[config.mk]
export PLATFORM = sky130hd
export DESIGN_NAME = lisc_ctrl
export DESIGN_NICKNAME = d
export VERILOG_FILES = /design/src/lisc_pkg.sv /design/src/lisc_ctrl.sv /design/src/lisc_sync.sv /design/src/lisc_edge.sv
export VERILOG_INCLUDE_DIRS = /design/src
export SDC_FILE = /design/constraint.sdc
export NUM_CORES = 1
export LEC_CHECK = 0
export BUFFER_PORTS_ARGS = -buffer_cell sky130_fd_sc_hd__buf_4
export CORE_ASPECT_RATIO = 0.75
export CORE_MARGIN = 2
export CORE_UTILIZATION = 43
export DETAILED_ROUTE_END_ITERATION = 7
export GPL_TIMING_DRIVEN = 0
export PLACE_DENSITY = 0.67
export SETUP_SLACK_MARGIN = 0.02
export SYNTH_ARGS = -nofsm -noshare
export SYNTH_HDL_FRONTEND = slang
export SYNTH_SLANG_ARGS = --single-unit
[constraint.sdc]
create_clock -name clk -period 3.1 [get_ports clk]
set_input_delay 0.62 -clock clk [delete_from_list [all_inputs] [get_ports clk]]
set_output_delay 0.62 -clock clk [all_outputs]
set_load 0.02 [all_outputs]
[src/lisc_consts.svh]
// Notes on behaviour
// RULE_01: A hard reset clears bits 15-8; a soft reset leaves them unchanged.
// RULE_02: Hard and soft reset both clear bits 7-0.
// RULE_03: Selector bits 15-13 pick IRQ line 1-7; zero disables local interrupts.
// RULE_04: Four local sources share the level: backoff, trigger, power fail, system fail.
// RULE_05: Read bit 12 shows a power-fail interrupt driven on the selected level.
// RULE_06: Power-fail pending clears on an acknowledge cycle for the selected level.
// RULE_07: Software writes zero into reserved write bits 12 and 7.
// RULE_08: Read bit 11 sets when a backplane transfer hits an inbound link deadlock.
// RULE_09: The backoff flag holds until the link control backoff clear bit is written.
// RULE_10: Backoff and trigger requests drop on an acknowledge for the selected level.
// RULE_11: With write bit 11 set, a backoff raises an interrupt on the level.
// RULE_12: Read bit 10 sets when either trigger status bit is cleared by an edge.
// RULE_13: The trigger bit clears when software reads the trigger acknowledge registers.
// RULE_14: With write bit 10 set, a trigger interrupt raises an interrupt on the level.
// RULE_15: Read bit 9 returns the live system-fail line level, unlatched.
// RULE_16: With write bit 9 set, system-fail assertion raises an interrupt on the level.
// RULE_17: Lower byte drives each IRQ line by write and reports each line by read.
// RULE_18: The register sits at base plus 2A for 16-bit read and write.
// RULE_19: Write bit 8 enables power-fail interrupts; read bit 8 shows the live line.
// RULE_20: Read bit 7 shows a system-fail interrupt; it clears on the level's acknowledge.
// RULE_21: Drive bits assert lines, self-clear on their acknowledge; read bits mirror IRQ7-1.
// RULE_22: Local request is the OR of enabled sources, driven only for a nonzero level.
`ifndef LISC_CONSTS_SVH
`define LISC_CONSTS_SVH

`define LISC_ISC_OFFSET   8'h2a
`define LISC_LVL_HI       15
`define LISC_LVL_LO       13
`define LISC_PF_PEND_BIT  12
`define LISC_BACKOFF_BIT  11
`define LISC_TRIG_BIT     10
`define LISC_SYSFAIL_BIT  9
`define LISC_ACFAIL_BIT   8
`define LISC_SF_PEND_BIT  7
`define LISC_EN_HI        11
`define LISC_EN_LO        8
`define LISC_IRQ_HI       6
`define LISC_IRQ_LO       0
`define LISC_UPPER_RST    8'h00
`define LISC_LOWER_RST    8'h00
`define LISC_SYNC_STAGES  2

`endif

[src/lisc_pkg.sv]
package lisc_pkg;

  typedef struct packed {
    logic        rd;
    logic        wr;
    logic [7:0]  addr;
    logic [15:0] wdata;
  } lisc_bus_req_t;

  typedef struct packed {
    logic [15:0] data;
    logic        valid;
  } lisc_bus_rsp_t;

  typedef struct packed {
    logic       valid;
    logic [2:0] level;
  } lisc_iack_t;

  // irq_en order: [3] backoff, [2] trigger, [1] system fail, [0] power fail
  typedef struct packed {
    logic [2:0]    lvl_sel;
    logic [3:0]    irq_en;
    logic          pf_pend;
    logic          backoff_flag;
    logic          trig_pend;
    logic          bk_req;
    logic          trig_req;
    logic          sf_pend;
    logic [6:0]    drive;
    logic [7:1]    irq_drive;
    lisc_bus_rsp_t rsp;
  } lisc_state_t;

  function automatic logic [7:1] lisc_onehot(input logic [2:0] lvl);
    logic [7:0] t;
    t = 8'h01 << lvl;
    return t[7:1];
  endfunction : lisc_onehot

endpackage : lisc_pkg

[src/lisc_ctrl.sv]
`include "lisc_consts.svh"

module lisc_ctrl
  import lisc_pkg::*;
(
  input  wire logic          clk,                // 250 MHz system clock
  input  wire logic          reset_n,            // Hard reset, async, active low
  input  wire logic          soft_reset,         // Soft reset pulse, same clock
  input  wire lisc_bus_req_t req,                // Register access, offset within module
  output lisc_bus_rsp_t      rsp,                // Read data and valid
  input  wire lisc_iack_t    iack,               // Interrupt acknowledge cycle
  input  wire logic          acfail_n,           // Backplane power-fail line pin
  input  wire logic          sysfail_n,          // Backplane system-fail line pin
  input  wire logic [7:1]    irq_n,              // Backplane IRQ line pins
  input  wire logic          backoff_event,      // Deadlock detected pulse
  input  wire logic          backoff_clear_bit,  // Link control backoff clear write
  input  wire logic          async_trig_status_n,// Async trigger status, low = fired
  input  wire logic          sync_trig_status_n, // Sync trigger status, low = fired
  input  wire logic          async_trig_ack_reg, // Async trigger ack register read
  input  wire logic          sync_trig_ack_reg,  // Sync trigger ack register read
  output logic      [7:1]    irq_drive           // High pulls the IRQ line low
);

  lisc_state_t st;
  lisc_state_t next_st;

  logic [8:0] pins_sync;
  logic [3:0] rise;
  logic       acfail_live;
  logic       sysfail_live;
  logic [7:1] irq_live;
  logic       hit;
  logic       wr;
  logic       rd;
  logic       lvl_on;
  logic       ack_here;
  logic       trig_event;
  logic       local_req;
  logic [15:0] rd_word;

  lisc_sync #(.W(9)) u_sync (
    .clk     (clk),
    .reset_n (reset_n),
    .d       ({~acfail_n, ~sysfail_n, ~irq_n}),
    .q       (pins_sync)
  );

  assign acfail_live  = pins_sync[8];
  assign sysfail_live = pins_sync[7];
  assign irq_live     = pins_sync[6:0];

  lisc_edge #(.W(4)) u_edge (
    .clk     (clk),
    .reset_n (reset_n),
    .lvl     ({acfail_live, sysfail_live, ~async_trig_status_n, ~sync_trig_status_n}),
    .rise    (rise)
  );

  assign hit        = (req.addr == `LISC_ISC_OFFSET);                 // RULE_18
  assign wr         = req.wr && hit;
  assign rd         = req.rd && hit;
  assign lvl_on     = (st.lvl_sel != 3'h0);                          // RULE_03
  assign ack_here   = iack.valid && lvl_on && (iack.level == st.lvl_sel);
  assign trig_event = rise[1] | rise[0];                               // RULE_12

  always_comb begin
    rd_word = 16'h0000;
    rd_word[`LISC_LVL_HI:`LISC_LVL_LO] = st.lvl_sel;
    rd_word[`LISC_PF_PEND_BIT]         = st.pf_pend;                   // RULE_05
    rd_word[`LISC_BACKOFF_BIT]         = st.backoff_flag;              // RULE_08
    rd_word[`LISC_TRIG_BIT]            = st.trig_pend;
    rd_word[`LISC_SYSFAIL_BIT]         = sysfail_live;                 // RULE_15
    rd_word[`LISC_ACFAIL_BIT]          = acfail_live;                  // RULE_19
    rd_word[`LISC_SF_PEND_BIT]         = st.sf_pend;                   // RULE_20
    rd_word[`LISC_IRQ_HI:`LISC_IRQ_LO] = irq_live;                     // RULE_21
  end

  always_comb begin
    next_st = st;
    // Register writes; reserved bits 12 and 7 are ignored
    if (wr) begin
      next_st.lvl_sel = req.wdata[`LISC_LVL_HI:`LISC_LVL_LO];          // RULE_03
      next_st.irq_en  = req.wdata[`LISC_EN_HI:`LISC_EN_LO];            // RULE_07
    end
    // Acknowledge withdraws the local requests of the selected level
    if (ack_here) begin
      next_st.pf_pend  = 1'b0;                                         // RULE_06
      next_st.sf_pend  = 1'b0;                                         // RULE_20
      next_st.bk_req   = 1'b0;                                         // RULE_10
      next_st.trig_req = 1'b0;                                         // RULE_10
    end
    // New events win over an acknowledge or clear bit in the same cycle, not over soft reset
    if (rise[3] && st.irq_en[0] && lvl_on) begin
      next_st.pf_pend = 1'b1;                                          // RULE_19
    end
    if (rise[2] && st.irq_en[1] && lvl_on) begin
      next_st.sf_pend = 1'b1;                                          // RULE_16
    end
    if (backoff_event && st.irq_en[3] && lvl_on) begin
      next_st.bk_req = 1'b1;                                           // RULE_11
    end
    if (trig_event && st.irq_en[2] && lvl_on) begin
      next_st.trig_req = 1'b1;                                         // RULE_14
    end
    if (backoff_clear_bit) begin
      next_st.backoff_flag = 1'b0;                                     // RULE_09
    end
    if (backoff_event) begin
      next_st.backoff_flag = 1'b1;                                     // RULE_08
    end
    if (async_trig_ack_reg || sync_trig_ack_reg) begin
      next_st.trig_pend = 1'b0;                                        // RULE_13
    end
    if (trig_event) begin
      next_st.trig_pend = 1'b1;                                        // RULE_12
    end
    // Drive bits drop when their line is acknowledged; a write then sets them
    if (iack.valid) begin
      next_st.drive = st.drive & ~lisc_onehot(iack.level);             // RULE_21
    end
    if (wr) begin
      next_st.drive = req.wdata[`LISC_IRQ_HI:`LISC_IRQ_LO];            // RULE_17
    end
    // Soft reset clears the lower byte only
    if (soft_reset) begin
      next_st.sf_pend = 1'b0;                                          // RULE_02
      next_st.drive   = 7'h00;                                         // RULE_02
    end
    local_req = (next_st.pf_pend | next_st.sf_pend |
                 next_st.bk_req | next_st.trig_req);                   // RULE_04
    next_st.irq_drive = next_st.drive |
                        (local_req ? lisc_onehot(next_st.lvl_sel) : 7'h00); // RULE_22
    next_st.rsp.valid = rd;
    next_st.rsp.data  = rd ? rd_word : 16'h0000;
  end

  always_ff @(posedge clk or negedge reset_n) begin
    if (!reset_n) begin
      st <= '0;                                                        // RULE_01
    end else begin
      st <= next_st;
    end
  end

  assign rsp       = st.rsp;
  assign irq_drive = st.irq_drive;
endmodule : lisc_ctrl

[src/lisc_sync.sv]
module lisc_sync #(
  parameter int W = 9
) (
  input  wire logic         clk,      // System clock
  input  wire logic         reset_n,  // Async reset, active low
  input  wire logic [W-1:0] d,        // Asynchronous levels
  output logic      [W-1:0] q         // Synchronised levels
);
  typedef struct packed {
    logic [W-1:0] s1;
    logic [W-1:0] s2;
  } lisc_sync_st_t;

  lisc_sync_st_t st;
  lisc_sync_st_t next_st;

  always_comb begin
    next_st    = st;
    next_st.s1 = d;
    next_st.s2 = st.s1;
  end

  always_ff @(posedge clk or negedge reset_n) begin
    if (!reset_n) begin
      st <= '0;
    end else begin
      st <= next_st;
    end
  end

  assign q = st.s2;
endmodule : lisc_sync

[src/lisc_edge.sv]
module lisc_edge #(
  parameter int W = 4
) (
  input  wire logic         clk,      // System clock
  input  wire logic         reset_n,  // Async reset, active low
  input  wire logic [W-1:0] lvl,      // Active-high levels, same clock
  output logic      [W-1:0] rise      // One-cycle pulse on each rising edge
);
  typedef struct packed {
    logic [W-1:0] prev;
  } lisc_edge_st_t;

  lisc_edge_st_t st;
  lisc_edge_st_t next_st;

  always_comb begin
    next_st      = st;
    next_st.prev = lvl;
  end

  always_ff @(posedge clk or negedge reset_n) begin
    if (!reset_n) begin
      st <= '0;
    end else begin
      st <= next_st;
    end
  end

  assign rise = lvl & ~st.prev;
endmodule : lisc_edge

==> results of run 1 <==
flip-flops by register name, indices dropped and copies added (netlist names):
name / count
u_edge.st: 4
rd_word: 7
irq_drive: 7
rsp: 17
st: 13
u_sync.q: 9
u_sync.next_st: 9
through the flow:
step	utilization (%)	setup slack [ns]	power (mW)	hold WS, ns
floorplan	-	1.11	0.981	0.324
global placement	55.2	0.693	1.06	0.333
detailed placement	55.2	0.642	1.07	0.336
CTS	58.9	1.01	1.86	0.352
global route	58.9	0.801	1.91	0.357
finish	58.9	0.939	1.83	0.351
cells by family after synthesis:
| family | count (synthesis) | share of synthesized area [%] |
|---|---|---|
| AOI/OAI and AO/OA | 35 | 9.99 |
| muxes | 1 | 0.516 |
| DFF | 66 | 61.9 |
| buffers and inverters | 51 | 11.4 |
| and+or+nand+nor | 72 | 15.2 |
| xor gates and xnor gates | 2 | 0.938 |
Yosys cell counts (2+ instances only):
cell / number / area [um2]
dfrtp_1: 66 / 1650
buf_4: 25 / 188
nand2_1: 23 / 86.3
and2_1: 16 / 100
inv_1: 16 / 60.1
nor2_1: 10 / 37.5
a21oi_1: 9 / 45.0
and3_1: 7 / 43.8
o32ai_1: 7 / 61.3
o21ai_0: 4 / 20.0
buf_2: 3 / 15.0
clkbuf_1: 3 / 11.3
nand3_1: 3 / 15.0
nor3_1: 3 / 15.0
a21o_1: 2 / 15.0
a31oi_1: 2 / 12.5
buf_6: 2 / 22.5
nand3b_1: 2 / 15.0
o311a_1: 2 / 20.0
o311a_2: 2 / 22.5
path summary, 6_finish.rpt:
kind                                    from           end  cells past startpoint
setup / recovery                     req[23]  irq_drive[4]                      7
hold / removal             u_sync.next_st[8]   u_sync.q[8]                      0
max in group asynchronous            reset_n  irq_drive[6]                      1
setup reg to reg                 rd_word[15]  irq_drive[4]                      6
min in group asynchronous            reset_n        rsp[3]                      1
hold reg to reg            u_sync.next_st[8]   u_sync.q[8]                      0
layer usage:
layer	up-vias	part of all wire (%)	GRT usage (%)
li1	888	-	-
met1	842	49	22.2
met2	56	43	22.0
met3	6	6.7	6.85
met4	0	1.1	4.51
met5	-	0	0
cell type report:
cell class	instances	share of cell area [%]
clock inverter	5	2.22
multi-input combinational	110	20.4
tap	78	2.80
sequential	66	47.4
clock buffer	11	4.05
timing repair buffer	67	14.4
buffer	34	6.89
inverter	17	1.83
report_power, final:
group | internal, mW | leakage [nW] | switching, mW | total [mW]
Combinational | 0.0703 | 0.857 | 0.0751 | 0.145
Clock | 0.472 | 0.109 | 0.311 | 0.783
Sequential | 0.890 | 0.859 | 0.0126 | 0.903
critical path: stages:
cell and delay, ns:
buf_4 0.11, nor4b_2 0.37, and3_1 0.20, buf_4 0.15, mux2i_2 0.37, inv_2 0.10
o32ai_1 0.44
==> run summary, run 1 <==
Initial Util -> 45.1%
global route overflow -> 0
sequential fraction of the synthesis area -> 61.9%
die area -> 6860 um2
core area -> 5920 um2
H-tree levels -> 3
Netlist cell types -> 40
area grow syn2layout -> 30.7%
CTS tree -> yes
RSZ-0062 raised after global routing -> false
Final Hold Viols -> 0
commonest non-fill, non-tap cell in the layout -> buf_4
fin nets -> 353
TritonCTS buffer count -> 9
Tmin final -> 2.16 ns
DRC -> 0
status -> completed
largest fanout on the critical path -> 7
final worst-path cycle share -> 69.7%
CTS max path bufs -> 2
# diodes -> 0
vias in the first global route -> 1717
Die H -> 72.2 um
relative max-transition margin -> 46.5%
Async S/R FF share, synth -> 100%
first-pass GRT wire length -> 8040 um
Core Rows -> 24
Total Wirelength -> 4850 um
most frequent cells in the layout -> buf_4, dfrtp_1, nand2_1, inv_1, and2_1
clk_lat worst skew -> 0.34 ns
Die Wd -> 94.9 um
Syn. warnings -> 0
Detail Placement HPWL -> 3460 um
Post-DP Area -> 3270 um2
Power Dens Cells -> 525 nW/um2
num ports -> 72
initial DRC count -> 104
count of input and output buffers -> 67
DP Cell Count -> 372
CP Class -> in -> reg
Max-Cap Viols -> 0
clock skew -> 0.00458 ns
Post-synth top flop -> dfrtp_1
share of layout cells above drive strength 1 -> 39.7%
largest net degree at the start of global routing -> 67
Vias -> 1792
final setup vio count -> 0
Tightest Pin Transition -> 0.803 ns
Max Slew Vio Count -> 0
vias per std cell -> 4.62
f_max -> 0.463 GHz
Mapped Nets -> 275
final instance area -> 3490 um2
initial antenna violation count -> 0
GP Congestion -> 0.819
Post-synth EDFFs -> 0
R2R Setup Slk -> 1.20 ns
Syn Inst Count -> 227
GRT Total Usage -> 15.7%
antenna viol nets, final -> 0
Worst EP arrival -> 2.35 ns
leakage power -> 1.83 nW
Synth Cell Area -> 2670 um2
syn_area_per_cell -> 11.8 um2
final std cells w/o fill -> 388
CP Capture Type -> flop
worst vdd ir -> 0.268 mV
Post-CTS Setup Inserts -> 0
worst path required time -> 3.29 ns
# clock sinks -> 66
Fillers -> 532
Worst-path clk slew -> 0.07 ns
Resize count post-CTS -> 0
startpoint types -> input port
Hold-fix buffers, CTS -> 0
wire length per cell -> 12.5 um
CTS root buffer -> clkbuf_8
flops & latches, synth -> 66
DR pass1 iterations -> 4
Worst Hold Class -> reg -> reg
TNS Setup -> 0 ns
multi-input logic area -> 712 um2
Storage cell area -> 1650 um2
Power figures use the tool's default switching activity.
==> run 2, diff against run 1 <==
- clock period: 3.1 -> 2 ns (I/O delays scaled with it)
==> run 2 against run 1 <==
Compared with the run above:
- via count grew 1.3%
- die area is the same
- critical path type is now reg -> reg
- critical endpoint unchanged
- sequential share of layout area shrank 1.1 points
- routed wire length grew 2.6%
- cell count grew 0.52%
- sequential power grew 55%
==> run summary, run 2 (same netlist as run 1, synthesis figures left out) <==
# diodes -> 0 (unchanged)
H-tree levels -> 3 (unchanged)
fin nets -> 355 (+0.57%)
Hold-fix buffers, CTS -> 0 (unchanged)
die area -> 6860 um2 (unchanged)
TNS Setup -> 0 ns (unchanged)
most frequent cells in the layout -> buf_4, dfrtp_1, nand2_1, inv_1, and2_1
Tmin final -> 1.89 ns
CP top delay family -> compound AO/OA/AOI/OAI gates
antenna viol nets, final -> 0 (unchanged)
clk_lat worst skew -> 0.34 ns (about the same)
Clock power frac -> 42.2% (-0.6 points)
vias in the first global route -> 1717 (unchanged)
Crit Reg-Reg Startpoint -> rd_word[15]
Gate power share -> 9.2% (+1.3 points)
Detail Placement HPWL -> 3460 um (unchanged)
first-pass GRT wire length -> 8040 um (unchanged)
leakage power -> 1.85 nW (+1.4%)
Max Slew Vio Count -> 0 (unchanged)
largest fanout on the critical path -> 10 (+3)
num ports -> 72 (unchanged)
CP Capture Type -> flop
Crit-path slowest cell -> or3b_1
critical path, cell by cell -> buf_2, or3b_1, a211oi_2, o211ai_2, a21oi_4, buf_12, o32ai_4
R2R Setup Slk -> 0.11 ns (-1.09 ns)
f_max -> 0.528 GHz
final setup vio count -> 0 (unchanged)
area grow syn2layout -> 33.9%
final worst-path cycle share -> 94.6%
status -> completed
Total Wirelength -> 4970 um (+2.6%)
Worst EP arrival -> 2.07 ns (-0.28 ns)
Max-Cap Viols -> 0 (unchanged)
DR pass1 iterations -> 4 (unchanged)
Vias -> 1815 (+1.3%)
Psw -> 0.636 mW (+59%)
switching part of the total -> 22.1% (+0.30 points)
multi-input logic area -> 769 um2 (+8.1%)
RSZ-0062 raised after global routing -> false
initial antenna violation count -> 0 (unchanged)
CP Class -> reg -> reg
commonest non-fill, non-tap cell in the layout -> buf_4
Die H -> 72.2 um (unchanged)
largest net degree at the start of global routing -> 67 (unchanged)
GP Congestion -> 0.819 (unchanged)
wire length per cell -> 12.7 um (+2.1%)
PnR Total Power -> 2.88 mW (+57%)
Die Wd -> 94.9 um (unchanged)
Core Rows -> 24 (unchanged)
Final Hold Viols -> 0 (unchanged)
CTS max path bufs -> 2 (unchanged)
count of input and output buffers -> 67 (unchanged)
Fillers -> 522 (-1.9%)
Flop pwr share -> 48.6% (-0.7 points)
Worst-path clk slew -> 0.07 ns (about the same)
CP max stage delay -> 0.37 ns (-0.07 ns)
vias per std cell -> 4.65 (+0.76%)
Critical path origin -> rd_word[15]
internal power -> 2.24 mW (+57%)
Tightest Pin Transition -> 0.804 ns (+0.00125 ns)
worst path required time -> 2.18 ns (-1.11 ns)
TritonCTS buffer count -> 9 (unchanged)
global route overflow -> 0 (unchanged)
Worst Hold Class -> in -> async
Power Dens Cells -> 807 nW/um2 (+54%)
# clock sinks -> 66 (unchanged)
DRC -> 0 (unchanged)
GRT Total Usage -> 15.7% (unchanged)
Initial Util -> 45.1% (unchanged)
critical path depth -> 7 (unchanged)
clock skew -> 0.00500 ns (+0.000412 ns)
reg2reg end -> irq_drive[4]
Storage cell area -> 1650 um2 (unchanged)
crit path buf inv count -> 2 (-1)
worst setup path end -> irq_drive[4]
Finished Core Util -> 60.4% (+1.4 points)
CTS tree -> yes
max FFs per register -> 17 (unchanged)
CTS root buffer -> clkbuf_8
core area -> 5920 um2 (unchanged)
worst vdd ir -> 0.417 mV (+56%)
initial DRC count -> 109 (+4.8%)
relative max-transition margin -> 46.4% (-0.083 points)
startpoint types -> flop
worst reg2reg path depth -> 7 (+1)
share of layout cells above drive strength 1 -> 41.7% (+2.0 points)
==> run 2: cell count changes in the layout (fill, tap and decap cells not counted) <==
cell     previous run  this run
buf_12              0         1
o32ai_2             0         4
o32ai_4             0         1
o32ai_1             7         2
mux2i_2             1         0
mux2i_4             0         1
buf_4              92        93
==> run 2: worst min-delay path by stage <==
stage,slack [ns],startpoint,cells after the start,endpoint
after CTS,0.17,reset_n,1,rsp[5]
after global placement,0.33,u_sync.next_st[1],0,u_sync.q[1]
after detailed placement,0.34,u_sync.next_st[7],0,u_sync.q[7]
after global routing,0.18,irq_n[5],2,u_sync.next_st[4]
after floorplan,0.10,reset_n,0,irq_drive[1]
final,0.15,reset_n,1,rsp[3]
==> run 2: final cells by class <==
class,count,share of cell area [%]
Buffer,34,6.73
Inverter,17,1.79
Sequential cell,66,46.2
Timing Repair Buffer,69,14.9
Clock inverter,5,2.17
Multi-Input combinational cell,110,21.5
Clock buffer,11,3.96
Tap cell,78,2.73
==> run 2: metrics by stage <==
stage | instance area (um2) | hold slack, ns | std cells | setup slack, ns
2_1_floorplan | 2670 | 0.104 | 227 | 0.234
3_3_place_gp | 3270 | 0.333 | 372 | -0.187
3_5_place_dp | 3270 | 0.336 | 372 | -0.238
4_1_cts | 3490 | 0.173 | 388 | 0.110
5_1_grt | 3570 | 0.178 | 390 | 0.0284
6_report | 3570 | 0.149 | 390 | 0.108
==> run 2: layer usage <==
layer / vias up / part of all wire, % / global-route usage, %
met5: - / 0 / 0
met3: 8 / 8.2 / 6.85
met2: 64 / 44 / 22.0
met1: 852 / 47 / 22.2
li1: 891 / - / -
met4: 0 / 1.1 / 4.51
==> run 2: repair_timing <==
action	CTS	global route
buffers inserted	0	2
setup endpoints to repair	0	3
resized for setup	0	7
==> run 2: worst register-to-register path, delay by kind of cell, from the launching register on <==
family | cells | cell delay, ns
buffers and inverters | 2 | 0.31
AO/OA/AOI/OAI | 4 | 0.70
flip-flops | 1 | 0.35
AND/OR/NAND/NOR | 1 | 0.37
==> run 2: power groups by stage <==
stage,clock network (mW),registers [mW],logic [mW]
global placement,0,1.42,0.225
detailed placement,0,1.43,0.227
floorplan,0,1.42,0.102
CTS,1.25,1.40,0.228
global route,1.30,1.40,0.291
finish,1.22,1.40,0.266
==> run 3, diff against run 2 <==
- CAP_MARGIN: default -> 20
- MAX_ROUTING_LAYER: default -> met4
- SYNTH_HIERARCHICAL: default -> 1
==> run 3 against run 2 <==
Compared with the run above:
- power down 2.7%
- cell area down 0.95%
- core utilization down 3.5 points
- via count up 0.83%
- largest power group unchanged
==> run summary, run 3 <==
status -> completed
Final WS setup -> 0.134 ns (+0.0266 ns)
Initial Util -> 43.8% (-1.3 points)
worst slack, placed -> -0.142 ns (+0.0955 ns)
global route overflow -> 0 (unchanged)
Psw -> 0.628 mW (-1.3%)
max FFs per register -> 17 (unchanged)
Total Wirelength -> 5210 um (+4.8%)
Vias -> 1830 (+0.83%)
share of layout cells above drive strength 1 -> 42.3% (+0.59 points)
Clock power frac -> 43.2% (+1.0 points)
CP Capture Type -> flop
antenna viol nets, final -> 0 (unchanged)
TritonCTS buffer count -> 9 (unchanged)
Post-synth top flop -> dfrtp_1
initial antenna violation count -> 0 (unchanged)
Die Wd -> 95.9 um (+1.0%)
TNS Setup -> 0 ns (unchanged)
Die H -> 72.9 um (+1.0%)
Hold-fix buffers, CTS -> 0 (unchanged)
fin nets -> 353 (-0.56%)
Finished Core Util -> 56.8% (-3.5 points)
largest fanout on the critical path -> 9 (-1)
Synth top cells by count -> dfrtp_1, buf_4, nand2_1
final instance area -> 3540 um2 (-0.95%)
# diodes -> 0 (unchanged)
initial DRC count -> 75 (-31%)
GRT Total Usage -> 17.1% (+1.4 points)
Gate power share -> 7.2% (-2.0 points)
CTS root buffer -> clkbuf_8
Crit Reg-Reg Startpoint -> rd_word[13]
final setup vio count -> 0 (unchanged)
clock skew -> 0.00925 ns (+0.00425 ns)
critical path, cell by cell -> buf_6, nor2b_4, a311oi_1, or4_4, a21oi_4, o32ai_1
Final Hold Viols -> 0 (unchanged)
final std cells w/o fill -> 391 (+0.26%)
routed wl met3 -> 430 um (+5.9%)
Detail Placement HPWL -> 3720 um (+7.4%)
CTS max path bufs -> 2 (unchanged)
DP Cell Count -> 375 (+0.81%)
Resize count post-CTS -> 0 (unchanged)
CP max stage delay -> 0.60 ns (+0.23 ns)
Critical path origin -> rd_word[13]
H-tree levels -> 3 (unchanged)
Crit-path slowest cell -> or4_4
vias per std cell -> 4.68 (+0.57%)
Async S/R FF share, synth -> 100% (unchanged)
final worst-path cycle share -> 93.3% (-1.3 points)
count of input and output buffers -> 66 (-1.5%)
sequential fraction of the synthesis area -> 60.6% (-1.3 points)
first-pass GRT wire length -> 8560 um (+6.5%)
Mapped Nets -> 276 (+0.36%)
PnR Total Power -> 2.80 mW (-2.7%)
vias in the first global route -> 1816 (+5.8%)
largest net degree at the start of global routing -> 67 (unchanged)
relative max-transition margin -> 47.3% (+0.93 points)
Max Slew Vio Count -> 0 (unchanged)
wire length per cell -> 13.3 um (+4.5%)
core area -> 6220 um2 (+5.2%)
top-count cell post-synth -> dfrtp_1
DRC -> 0 (unchanged)
Post-CTS Setup Inserts -> 0 (unchanged)
CP top delay family -> simple AND/OR/NAND/NOR gates
GP Congestion -> 0.875 (+6.9%)
Tmin final -> 1.87 ns (-0.0266 ns)
Flop pwr share -> 49.6% (+1.0 points)
Post-DP Area -> 3320 um2 (+1.6%)
startpoint types -> flop
Fillers -> 541 (+3.6%)
num ports -> 72 (unchanged)
flops & latches, synth -> 66 (unchanged)
Netlist cell types -> 41 (+2.5%)
Power Dens Cells -> 793 nW/um2 (-1.7%)
Syn. warnings -> 6 (+6)
area grow syn2layout -> 29.8%
most frequent cells in the layout -> buf_4, dfrtp_1, nand2_1, inv_1, and2_1
clk_lat worst skew -> 0.34 ns (about the same)
# clock sinks -> 66 (unchanged)
top cells by area, synth -> dfrtp_1, buf_4, and2_1
DR pass1 iterations -> 4 (unchanged)
Synth Cell Area -> 2730 um2 (+2.2%)
met2 wire len -> 2390 um (+10%)
share of the synthesized area in the top cell type -> 60.6% (-1.3 points)
syn_area_per_cell -> 12.0 um2 (+1.7%)
leakage power -> 1.85 nW (about the same)
die area -> 7000 um2 (+2.1%)
Tightest Pin Transition -> 0.790 ns (-0.0140 ns)
wire length on met1 -> 2340 um (-0.34%)
WHS -> 0.130 ns (-0.0187 ns)
switching part of the total -> 22.4% (+0.31 points)
RSZ-0062 raised after global routing -> false
Worst-path clk slew -> 0.07 ns (about the same)
CTS tree -> yes
Post-synth EDFFs -> 0 (unchanged)
CP Class -> reg -> reg
Worst EP arrival -> 2.05 ns (-0.02 ns)
commonest non-fill, non-tap cell in the layout -> buf_4
top routing layer used -> met4
internal power -> 2.18 mW (-3.0%)
Max-Cap Viols -> 0 (unchanged)
Core Rows -> 25 (+4.2%)
crit path buf inv count -> 1 (-1)
area leader, netlist -> dfrtp_1
Syn Inst Count -> 228 (+0.44%)
worst path required time -> 2.18 ns (about the same)
worst vdd ir -> 0.364 mV (-13%)
f_max -> 0.536 GHz (+1.4%)
Worst Hold Class -> in -> async
## run 3: cell types whose count changed in the layout (fill, tap and decap cells not counted), sizes merged, moves of 2 or more
cell / change
buf: -5
nor2b: +5
nand2: -4
a32o: +2
xor2: +2
## run 3: power groups by stage
stage / combinational, mW / clock [mW] / sequential [mW]
2_1_floorplan: 0.0902 / 0 / 1.41
5_1_grt: 0.226 / 1.29 / 1.39
6_report: 0.202 / 1.21 / 1.39
3_3_place_gp: 0.199 / 0 / 1.41
4_1_cts: 0.205 / 1.25 / 1.39
3_5_place_dp: 0.204 / 0 / 1.42
## run 3: metal layers
metal / vias to the layer above / GRT usage [%]
met5: - / -
met4: 0 / 5.40
met3: 8 / 6.10
met2: 84 / 24.3
met1: 851 / 23.0
li1: 887 / -
## run 3: path summary, 6_finish.rpt
path,end,slack (ns),cells past startpoint
min in group clk,u_sync/next_st[8],0.19,2
max in group asynchronous,st[32],1.33,1
max reg2reg,irq_drive[3],0.13,6
max,irq_drive[3],0.13,6
min reg2reg,u_sync/q[7],0.35,0
min,u_edge/st[1],0.13,1
## run 3: cell families after synthesis
| logic type | after synthesis | synth area share (%) |
|---|---|---|
| simple gates | 71 | 15.6 |
| flops | 66 | 60.6 |
| buf+inv | 52 | 12.5 |
| compound gates | 35 | 9.83 |
| xor+xnor | 3 | 0.964 |
| mux | 1 | 0.505 |
## run 3: layout make-up
class	count	area, um2	share of cell area [%]
plain buffers	35	278	7.85
well taps	81	101	2.86
flip-flops and latches	66	1650	46.7
clock inverters	6	88.8	2.51
multi-input cells	110	732	20.7
clock buffers	10	128	3.61
inverters	17	63.8	1.80
repair buffers	66	495	14.0
